[src/rtl/tks_pkg.sv]
// constants, codes and crc helper shared by both ends of the touch-key link
// Notes on behaviour
// - one null command reads one response byte
// - setup load needs two copies within 100ms
// - ack when ready, ack again after burn
// - load aborts if byte gap exceeds 100ms
// - bad checksum gives zero instead of ack
// - host sends 100 bytes plus crc
// - zero checksum byte skips the check
// - block is burned even on bad checksum
// - sensing halts during load, then restarts
// - doubled cal-all starts cal, returns inverted code
// - doubled reset returns inverted code, then resets
// - status bit 6 unknown command, cleared by 0x0f
// - status bits 5, 3, 2 report faults
// - status bit 1 calibrating, bit 0 detect
// - status replies end with crc of all
// - first-key bit 7 means multiple touches
// - first-key bit 6 means cal or any fault except low ref
// - first-key bits 4:0 key number or 31
// - all-keys reply three detect bytes plus crc
// - error reply three error bytes plus crc
// - line fault reply one byte plus crc
// - sense line fault sets all bits
package tks_pkg;
	localparam logic [7:0] CMD_NULL   = 8'h00;
	localparam logic [7:0] CMD_SETUP  = 8'h01;
	localparam logic [7:0] CMD_CALALL = 8'h03;
	localparam logic [7:0] CMD_RESET  = 8'h04;
	localparam logic [7:0] CMD_GSTAT  = 8'h05;
	localparam logic [7:0] CMD_FIRST  = 8'h06;
	localparam logic [7:0] CMD_ALLKEY = 8'h07;
	localparam logic [7:0] CMD_ALLERR = 8'h0b;
	localparam logic [7:0] CMD_LINE   = 8'h0c;
	localparam logic [7:0] CMD_LAST   = 8'h0f;
	localparam logic [7:0] ACK_BYTE   = 8'hfe;
	localparam logic [7:0] NAK_BYTE   = 8'h00;
	localparam logic [7:0] CRC_POLY   = 8'h31;
	localparam logic [4:0] NO_KEY     = 5'h1f;
	localparam int         GS_COMM    = 6;
	localparam int         GS_FMEA    = 5;
	localparam int         GS_SYNC    = 3;
	localparam int         GS_CALF    = 2;
	localparam int         GS_CAL     = 1;
	localparam int         GS_DET     = 0;
	localparam int         FK_MULTI   = 7;
	localparam int         FK_FAULT   = 6;
	localparam int         NUM_KEYS   = 24;
	localparam logic [6:0] SETUP_LEN  = 7'h64;
	localparam int         GUARD_MS   = 100;
	localparam int         CLK_MHZ    = 100;
	localparam int         GUARD_CYC_DEF = GUARD_MS * 1000 * CLK_MHZ;
	localparam logic [3:0] SCLK_HALF  = 4'h8;
	localparam logic [4:0] PH_LAST    = 5'h10;
	localparam logic [4:0] PH_IDLE    = 5'h12;
	localparam logic [7:0] RESET_BYTE = 8'h00;
	localparam logic [31:0] ADDR_TX   = 32'h0000_0000;
	localparam logic [31:0] ADDR_STAT = 32'h0000_0004;

	function automatic logic [7:0] crc8(input logic [7:0] c, input logic [7:0] d);
		logic [7:0] r;
		r = c ^ d;
		for (int i = 0; i < 8; i++) begin
			r = r[7] ? ((r << 1) ^ CRC_POLY) : (r << 1);
		end
		return r;
	endfunction
endpackage

[src/rtl/tks_if.sv]
// spi link between host controller and touch-key device
`timescale 1ns/1ps
`default_nettype none
interface tks_if;
	logic sclk;
	logic ss_n;
	logic mosi;
	logic miso;
	modport dev (input sclk, input ss_n, input mosi, output miso);
	modport host (output sclk, output ss_n, output mosi, input miso);
endinterface
`default_nettype wire

[src/rtl/tks_dev.sv]
// touch-key device end: spi slave command interpreter with reply queue
//
// Our own choices: the address map and register access over AXI4-Lite.
`timescale 1ns/1ps
`default_nettype none
module tks_dev
	import tks_pkg::*;
#(
	parameter int unsigned GUARD_CYC = GUARD_CYC_DEF
) (
	input  wire logic        ref_clk,
	input  wire logic        rst,
	tks_if.dev               link,
	input  wire logic [23:0] key_detect,
	input  wire logic [23:0] key_error,
	input  wire logic        any_cal,
	input  wire logic        cal_fail5,
	input  wire logic        low_ref_err,
	input  wire logic        line_fault_fail,
	input  wire logic        sync_fail,
	input  wire logic [7:0]  drive_line_fault,
	input  wire logic        sense_line_fault,
	output logic             sensing_halt,
	output logic             cal_all_start,
	output logic             dev_reset,
	output logic             nv_we,
	output logic [6:0]       nv_addr,
	output logic [7:0]       nv_data,
	output logic             setup_done
);
	typedef enum logic {TM_RUN, TM_LOAD} tks_mode_t;

	logic [2:0] sclk_m_q, ss_m_q, mosi_m_q;
	logic       sclk_p_q;
	logic [7:0] rx_q, rx_d, tx_q, tx_d;
	logic [2:0] bit_q, bit_d;
	logic [7:0] resp_q [4];
	logic [7:0] resp_d [4];
	logic [2:0] rcnt_q, rcnt_d;
	logic [1:0] rptr_q, rptr_d;
	tks_mode_t  mode_q, mode_d;
	logic [7:0] pend_q, pend_d, last_q, last_d, crc_q, crc_d;
	logic       pend_v_q, pend_v_d, comm_q, comm_d, rst_arm_q, rst_arm_d;
	logic [23:0] tmr_q, tmr_d;
	logic [6:0] idx_q, idx_d;
	logic       cal_q, cal_d, rsto_q, rsto_d, we_q, we_d, done_q, done_d;
	logic [6:0] addr_q, addr_d;
	logic [7:0] wdat_q, wdat_d;

	// first stage feeds only the second; edges come from stages two and three
	always_ff @(posedge ref_clk) begin
		if (rst) begin
			sclk_m_q <= 3'h0;
			ss_m_q   <= 3'h7;
			mosi_m_q <= 3'h0;
			sclk_p_q <= 1'b0;
		end else begin
			sclk_m_q <= {sclk_m_q[1:0], link.sclk};
			ss_m_q   <= {ss_m_q[1:0], link.ss_n};
			mosi_m_q <= {mosi_m_q[1:0], link.mosi};
			sclk_p_q <= sclk_m_q[1];
		end
	end

	function automatic logic [4:0] first_key(input logic [23:0] k);
		logic [4:0] n;
		n = NO_KEY;
		for (int i = NUM_KEYS - 1; i >= 0; i--) begin
			if (k[i]) n = 5'(i);
		end
		return n;
	endfunction

	logic sel, rise, fall, ss_fall, byte_ok, multi;
	logic [7:0] cmd, gs, fk, lf;
	assign sel     = ~ss_m_q[1];
	assign rise    = sel & sclk_m_q[1] & ~sclk_p_q;
	assign fall    = sel & ~sclk_m_q[1] & sclk_p_q;
	assign ss_fall = ~ss_m_q[1] & ss_m_q[2];
	assign byte_ok = rise & (bit_q == 3'h7);
	assign cmd     = {rx_q[6:0], mosi_m_q[1]};
	assign multi   = (key_detect & (key_detect - 24'h1)) != 24'h0;
	always_comb begin
		gs = 8'h00;
		gs[GS_COMM] = comm_q;
		gs[GS_FMEA] = line_fault_fail;
		gs[GS_SYNC] = sync_fail;
		gs[GS_CALF] = cal_fail5 | low_ref_err;
		gs[GS_CAL]  = any_cal;
		gs[GS_DET]  = |key_detect;
	end
	// bit 5 unused, reads zero
	assign fk = {multi, any_cal | cal_fail5 | sync_fail | comm_q | line_fault_fail,
		1'b0, first_key(key_detect)};
	assign lf = sense_line_fault ? 8'hff : drive_line_fault;
	assign link.miso = tx_q[7];

	always_comb begin
		logic [7:0] c1;
		logic       pop;
		c1 = crc8(8'h00, cmd);
		pop = 1'b0;
		rx_d = rx_q;
		bit_d = bit_q;
		tx_d = tx_q;
		resp_d = resp_q;
		rcnt_d = rcnt_q;
		rptr_d = rptr_q;
		mode_d = mode_q;
		pend_d = pend_q;
		pend_v_d = pend_v_q;
		last_d = last_q;
		crc_d = crc_q;
		comm_d = comm_q;
		rst_arm_d = rst_arm_q;
		tmr_d = (tmr_q != 24'h0) ? tmr_q - 24'h1 : tmr_q;
		idx_d = idx_q;
		cal_d = 1'b0;
		rsto_d = 1'b0;
		we_d = 1'b0;
		done_d = 1'b0;
		addr_d = addr_q;
		wdat_d = wdat_q;
		if (!sel) bit_d = 3'h0;
		if (ss_fall) tx_d = (rcnt_q != 3'h0) ? resp_q[rptr_q] : 8'h00;
		if (fall) tx_d = {tx_q[6:0], 1'b0};
		if (rise) begin
			rx_d = cmd;
			bit_d = bit_q + 3'h1;
		end
		if (pend_v_q && tmr_q == 24'h0) pend_v_d = 1'b0; // pair window lapsed, silent
		if (mode_q == TM_LOAD && tmr_q == 24'h0) begin
			mode_d = TM_RUN; // byte gap too long
			rcnt_d = 3'h0;
		end
		if (byte_ok) begin
			// any byte in load mode, a null in run mode, drains one reply byte
			if (rcnt_q != 3'h0 && (mode_q == TM_LOAD || cmd == CMD_NULL)) begin
				pop = 1'b1;
				rptr_d = rptr_q + 2'h1;
				rcnt_d = rcnt_q - 3'h1;
				if (rst_arm_q && rcnt_q == 3'h1) begin
					rsto_d = 1'b1; // reset only after its ack left
					rst_arm_d = 1'b0;
				end
			end
			if (mode_q == TM_LOAD) begin
				tmr_d = 24'(GUARD_CYC);
				if (idx_q < SETUP_LEN) begin
					we_d = 1'b1; // burned regardless of checksum
					addr_d = idx_q;
					wdat_d = cmd;
					crc_d = crc8(crc_q, cmd);
					idx_d = idx_q + 7'h1;
				end else begin
					mode_d = TM_RUN;
					done_d = 1'b1;
					tmr_d = 24'h0;
					resp_d[0] = (cmd == 8'h00 || cmd == crc_q) ? ACK_BYTE : NAK_BYTE;
					rcnt_d = 3'h1;
					rptr_d = 2'h0;
				end
			end else if (cmd != CMD_NULL) begin
				last_d = cmd;
				pend_v_d = 1'b0; // any other byte breaks a pair
				rptr_d = 2'h0;
				rcnt_d = 3'h0;
				unique case (cmd)
					CMD_SETUP, CMD_CALALL, CMD_RESET: begin
						if (pend_v_q && pend_q == cmd && tmr_q != 24'h0) begin
							tmr_d = 24'h0;
							rcnt_d = 3'h1;
							if (cmd == CMD_SETUP) begin
								mode_d = TM_LOAD; // halt sensing
								idx_d = 7'h0;
								crc_d = 8'h00;
								tmr_d = 24'(GUARD_CYC);
								resp_d[0] = ACK_BYTE; // ready for data
							end else if (cmd == CMD_CALALL) begin
								cal_d = 1'b1;
								resp_d[0] = ~cmd;
							end else begin
								rst_arm_d = 1'b1;
								resp_d[0] = ~cmd;
							end
						end else begin
							pend_d = cmd;
							pend_v_d = 1'b1;
							tmr_d = 24'(GUARD_CYC);
						end
					end
					CMD_GSTAT, CMD_FIRST, CMD_LINE: begin
						resp_d[0] = (cmd == CMD_GSTAT) ? gs : (cmd == CMD_FIRST) ? fk : lf;
						resp_d[1] = crc8(c1, resp_d[0]);
						rcnt_d = 3'h2;
					end
					CMD_ALLKEY, CMD_ALLERR: begin
						for (int i = 0; i < 3; i++) begin
							resp_d[i] = (cmd == CMD_ALLKEY) ? key_detect[8*i +: 8] : key_error[8*i +: 8];
							c1 = crc8(c1, resp_d[i]);
						end
						resp_d[3] = c1;
						rcnt_d = 3'h4;
					end
					CMD_LAST: begin
						resp_d[0] = ~last_q;
						rcnt_d = 3'h1;
						comm_d = 1'b0;
					end
					default: comm_d = 1'b1;
				endcase
			end else begin
				pend_v_d = 1'b0; // a null between the copies breaks a pair too
			end
		end
		if (pop && rcnt_d == 3'h0) rptr_d = 2'h0;
	end

	always_ff @(posedge ref_clk) begin
		if (rst) begin
			rx_q <= 8'h00;
			bit_q <= 3'h0;
			tx_q <= 8'h00;
			for (int i = 0; i < 4; i++) resp_q[i] <= 8'h00;
			rcnt_q <= 3'h0;
			rptr_q <= 2'h0;
			mode_q <= TM_RUN;
			pend_q <= 8'h00;
			pend_v_q <= 1'b0;
			last_q <= 8'h00;
			crc_q <= 8'h00;
			comm_q <= 1'b0;
			rst_arm_q <= 1'b0;
			tmr_q <= 24'h0;
			idx_q <= 7'h0;
			cal_q <= 1'b0;
			rsto_q <= 1'b0;
			we_q <= 1'b0;
			done_q <= 1'b0;
			addr_q <= 7'h0;
			wdat_q <= 8'h00;
		end else begin
			rx_q <= rx_d;
			bit_q <= bit_d;
			tx_q <= tx_d;
			resp_q <= resp_d;
			rcnt_q <= rcnt_d;
			rptr_q <= rptr_d;
			mode_q <= mode_d;
			pend_q <= pend_d;
			pend_v_q <= pend_v_d;
			last_q <= last_d;
			crc_q <= crc_d;
			comm_q <= comm_d;
			rst_arm_q <= rst_arm_d;
			tmr_q <= tmr_d;
			idx_q <= idx_d;
			cal_q <= cal_d;
			rsto_q <= rsto_d;
			we_q <= we_d;
			done_q <= done_d;
			addr_q <= addr_d;
			wdat_q <= wdat_d;
		end
	end

	assign sensing_halt  = (mode_q == TM_LOAD);
	assign cal_all_start = cal_q;
	assign dev_reset     = rsto_q;
	assign nv_we         = we_q;
	assign nv_addr       = addr_q;
	assign nv_data       = wdat_q;
	assign setup_done    = done_q;
endmodule
`default_nettype wire

[src/flat_wrapper.sv]
// flat-port wrapper written by rule: the top's interface ports become plain ports
module tks_dev_flat import tks_pkg::*;
#(
	parameter int unsigned GUARD_CYC = GUARD_CYC_DEF
)
  (ref_clk, rst, key_detect, key_error, any_cal, cal_fail5, low_ref_err, line_fault_fail, sync_fail, drive_line_fault, sense_line_fault, sensing_halt, cal_all_start, dev_reset, nv_we, nv_addr, nv_data, setup_done, link_sclk, link_ss_n, link_mosi, link_miso);
  tks_if link_i ();
  input  wire logic ref_clk;
  input  wire logic rst;
  input  wire logic [23:0] key_detect;
  input  wire logic [23:0] key_error;
  input  wire logic any_cal;
  input  wire logic cal_fail5;
  input  wire logic low_ref_err;
  input  wire logic line_fault_fail;
  input  wire logic sync_fail;
  input  wire logic [7:0] drive_line_fault;
  input  wire logic sense_line_fault;
  output logic sensing_halt;
  output logic cal_all_start;
  output logic dev_reset;
  output logic nv_we;
  output logic [6:0] nv_addr;
  output logic [7:0] nv_data;
  output logic setup_done;
  input wire logic [$bits(link_i.sclk)-1:0] link_sclk;
  input wire logic [$bits(link_i.ss_n)-1:0] link_ss_n;
  input wire logic [$bits(link_i.mosi)-1:0] link_mosi;
  output wire logic [$bits(link_i.miso)-1:0] link_miso;
  assign link_i.sclk = link_sclk;
  assign link_i.ss_n = link_ss_n;
  assign link_i.mosi = link_mosi;
  assign link_miso = link_i.miso;
  tks_dev #(.GUARD_CYC(GUARD_CYC)) u_core (.ref_clk(ref_clk), .rst(rst), .link(link_i), .key_detect(key_detect), .key_error(key_error), .any_cal(any_cal), .cal_fail5(cal_fail5), .low_ref_err(low_ref_err), .line_fault_fail(line_fault_fail), .sync_fail(sync_fail), .drive_line_fault(drive_line_fault), .sense_line_fault(sense_line_fault), .sensing_halt(sensing_halt), .cal_all_start(cal_all_start), .dev_reset(dev_reset), .nv_we(nv_we), .nv_addr(nv_addr), .nv_data(nv_data), .setup_done(setup_done));
endmodule
[config.mk]
export PLATFORM = sky130hd
export DESIGN_NAME = tks_dev_flat
export DESIGN_NICKNAME = d
export VERILOG_FILES = /design/src/rtl/tks_pkg.sv /design/src/rtl/tks_if.sv /design/src/rtl/tks_dev.sv /design/src/flat_wrapper.sv
export SDC_FILE = /design/constraint.sdc
export NUM_CORES = 1
export LEC_CHECK = 0
export ABC_CLOCK_PERIOD_IN_PS = 5700
export BUFFER_PORTS_ARGS = -buffer_cell sky130_fd_sc_hd__buf_4
export CORE_AREA = 2 2 136 138
export CTS_CLUSTER_DIAMETER = 100
export DETAILED_ROUTE_END_ITERATION = 16
export DIE_AREA = 0 0 138 140
export PLACE_DENSITY = 0.78
export SETUP_SLACK_MARGIN = 0.15
export SYNTH_ARGS = -nofsm -noshare
export SYNTH_HDL_FRONTEND = slang
export SYNTH_SLANG_ARGS = --single-unit
[constraint.sdc]
create_clock -name ref_clk -period 5.7 [get_ports ref_clk]
set_clock_uncertainty 0.05 [all_clocks]
set_input_delay 0.57 -clock ref_clk [delete_from_list [all_inputs] [get_ports ref_clk]]
set_output_delay 0.57 -clock ref_clk [all_outputs]
set_load 0.01 [all_outputs]
==> results_dict.tcl <==
set metrics [dict create \
    insertion_delay_ns 0.43 \
    synth-seq-cells 141 \
    num_antenna_cells 0 \
    synthesis.area_um2 8820 \
    met3_length_um 1310 \
    synth_cells 1049 \
    critical_path_class "reg -> reg" \
    vias 7740 \
    cts_resized 0 \
    clockBufferDepth 2 \
    required_ns 5.97 \
    ant_nets 0 \
    synth.yosys.seq_area_share_pct 32.0 \
    die-height_um 140 \
    dieArea_um2 19300 \
    wl_met2_um 10700 \
    first_pass_iters 5 \
    clock.fmax_mhz 217 \
    port_buffers 87 \
    cts-root-buf "clkbuf_16" \
    worstSetupStartpointType "flop" \
    arrival_ns 4.89 \
    tightest_slew_ns 0.822 \
    gr-total-overflow 0 \
    min_path_type "in -> reg" \
    cts_made_buffers 17 \
    status "finished, final reports clean" \
    dpl.cell_count 1308 \
    wl_per_cell_um 17.2 \
    synth_cell_types 69 \
    wl_um 23000 \
    rsz0062_at_grt "no" \
    tritoncts "built" \
    top_layer "met4" \
    grt_pass1_vias 7263 \
    p_leak_nw 3.82 \
    maxCapViolations 0 \
    finalSetupViolCount 0 \
    synthArstFlopShare_pct 0 \
    drtIter0Drc 637 \
    cp-end-kind "flop" \
    final_cell_area_um2 10200 \
    pwr-share-clk_pct 34.6 \
    io_pins 88 \
    finalHoldViolations 0 \
    antenna_found_initial 0 \
    post-route-period-util_pct 81.0 \
    p_comb_share_pct 29.8 \
    p_per_area_nw_per_um2 311 \
    route.detailed.drc 0 \
    grt_max_degree 57 \
    synth_ff_type "dfxtp_1" \
    avgSynthCellArea_um2 8.41 \
    core_um2 17800 \
    synth_edf_count 0 \
    synthToLayoutAreaGrowth_pct 15.2 \
    period_minus_slack_ns 4.62 \
    post_drt_via_cell_ratio 5.78 \
    tns_ns 0 \
    max_slew_margin_pct 44.5 \
    gp_congestion 1.02 \
    stdcell_count 1340 \
    start_util_pct 49.6 \
    net-switching-power_w 0.00100 \
    die_x_um 138 \
    m1WireLength_um 10300 \
    cts.sinks 141 \
    dpl.hpwl_um 17100 \
    crit_fanout 28 \
    seq_power_share_pct 35.6 \
    placed_cell_area_um2 9590 \
    yosysWarnings 0 \
    fin_nets 1173 \
    clkTransAtPathRegs_ns 0.06 \
    synth_nets 1124 \
    cts_max_level 4 \
    rrSetupSlack_ns 1.08 \
    drv_slew 0 \
    layout-drive-gt1-share_pct 14.5 \
    power.internal_w 0.00216 \
    ir_drop_v 0.000209 \
    cts_setup_buffers 0 \
    hold_buffers 0 \
    fp-row-count 49 \
    p_sw_share_pct 31.7 \
    grt_pass1_wl_um 37200 \
    track_usage_pct 23.7 \
]
-- power by group through the flow --
stage | clock (W) | combinational (W) | sequential [W]
3_5_place_dp | 0 | 0.000930 | 0.00115
6_report | 0.00110 | 0.000943 | 0.00113
5_1_grt | 0.00116 | 0.00104 | 0.00114
4_1_cts | 0.00111 | 0.000945 | 0.00113
2_1_floorplan | 0 | 0.000762 | 0.00113
3_3_place_gp | 0 | 0.000909 | 0.00114
-- cell families after synthesis --
| logic type | after synthesis | share of synthesized area (%) |
|---|---|---|
| compound gates | 231 | 17.0 |
| xor+xnor | 163 | 18.6 |
| mux | 57 | 7.66 |
| flops | 141 | 32.0 |
| simple gates | 356 | 19.5 |
| fa+ha+maj | 9 | 1.25 |
| buf+inv | 92 | 4.03 |
-- layout make-up --
class	count	area, um^2
fill	1631	7610
multi-input combinational	816	5650
sequential	141	2820
timing repair buffer	99	743
clock buffer	18	429
tap	229	287
clock inverter	14	155
inverter	23	86.3
-- Yosys cell counts, types with 6 or more instances --
| library cell | instances | share of area (%) |
|---|---|---|
| inv_1 | 23 | 0.98 |
| mux4_2 | 8 | 2.0 |
| a211oi_1 | 30 | 2.6 |
| mux2i_1 | 45 | 5.1 |
| a31oi_1 | 7 | 0.50 |
| clkbuf_1 | 59 | 2.5 |
| nor2b_1 | 16 | 1.1 |
| o22ai_1 | 6 | 0.43 |
| buf_1 | 6 | 0.26 |
| xnor2_1 | 93 | 9.2 |
| or4_1 | 8 | 0.68 |
| nor2_1 | 148 | 6.3 |
| o31ai_1 | 7 | 0.60 |
| nor3_1 | 25 | 1.4 |
| or3_1 | 6 | 0.43 |
| nand3_1 | 17 | 0.96 |
| dfxtp_1 | 141 | 32 |
| xnor2_2 | 6 | 1.1 |
| a21oi_1 | 64 | 3.6 |
| ha_1 | 8 | 1.1 |
| nand4_1 | 9 | 0.64 |
| and2_1 | 9 | 0.64 |
| nand2_1 | 54 | 2.3 |
| xor2_1 | 52 | 5.2 |
| a22oi_1 | 28 | 2.4 |
| or2_2 | 6 | 0.43 |
| nand2b_1 | 22 | 1.6 |
| o21ai_0 | 42 | 2.4 |
| nor4_1 | 17 | 1.2 |
| xnor3_1 | 9 | 2.3 |
-- per-stage QoR --
step	util (%)	hold WS (ns)	setup WS [ns]	power (W)
after floorplan	-	0.339	1.81	0.00190
after global placement	53.9	0.354	1.32	0.00205
after detailed placement	53.9	0.347	1.19	0.00208
after CTS	57.2	0.280	1.12	0.00318
after global routing	57.2	0.291	0.886	0.00334
final	57.2	0.289	1.08	0.00317
-- registers in the layout, indices dropped and copies added, names as in the netlist, 7 cells and up --
signal	flops
u_core.resp_q	32
u_core.tmr_q	24
u_core.crc_q	8
u_core.last_q	8
u_core.nv_data	8
u_core.pend_q	8
u_core.tx_q	8
u_core.idx_q	7
u_core.nv_addr	7
u_core.rx_q	7
-- path summary, 6_finish.rpt --
kind,cells past startpoint,startpoint,to
min,2,link_ss_n,u_core.ss_m_q[0]
min reg2reg,1,u_core.ss_m_q[0],u_core.ss_m_q[1]
max,11,u_core.rx_q[5],u_core.resp_q[5]
max reg2reg,11,u_core.rx_q[5],u_core.resp_q[5]
-- layer usage --
metal | vias to the layer above | global-route usage, %
li1 | 3809 | -
met1 | 3588 | 31.3
met2 | 289 | 38.7
met3 | 54 | 4.31
met4 | 0 | 9.13
met5 | - | 0
-- cells in the final DEF, fill, tap and decap left out, types with 6 or more instances in the layout --
cell	n
a31oi_1	7
a211oi_1	30
nand2_1	54
o31ai_1	7
o21ai_0	42
mux4_2	8
nand4_1	9
xor2_1	52
xnor3_1	9
xnor2_2	6
mux2i_1	45
nor2_1	148
or2_2	6
nand3_1	17
buf_4	99
dfxtp_1	141
xnor2_1	93
nand2b_1	22
nor4_1	17
or4_1	8
o22ai_1	6
or3_1	6
clkbuf_16	17
a22oi_1	28
a21oi_1	64
and2_1	9
ha_1	8
nor3_1	25
nor2b_1	16
inv_1	23
-- critical path: stages (launching register included) --
cell and delay [ns]:
dfxtp_1 0.50, or4_1 0.76, nor3_4 0.52, buf_4 0.43
mux2i_1 0.28, xnor2_1 0.18, xnor3_1 0.44, xnor3_1 0.43
xnor2_1 0.27, xnor2_2 0.18, nor2_1 0.11, a2111oi_2 0.36
(Power assumes the default switching activity.)
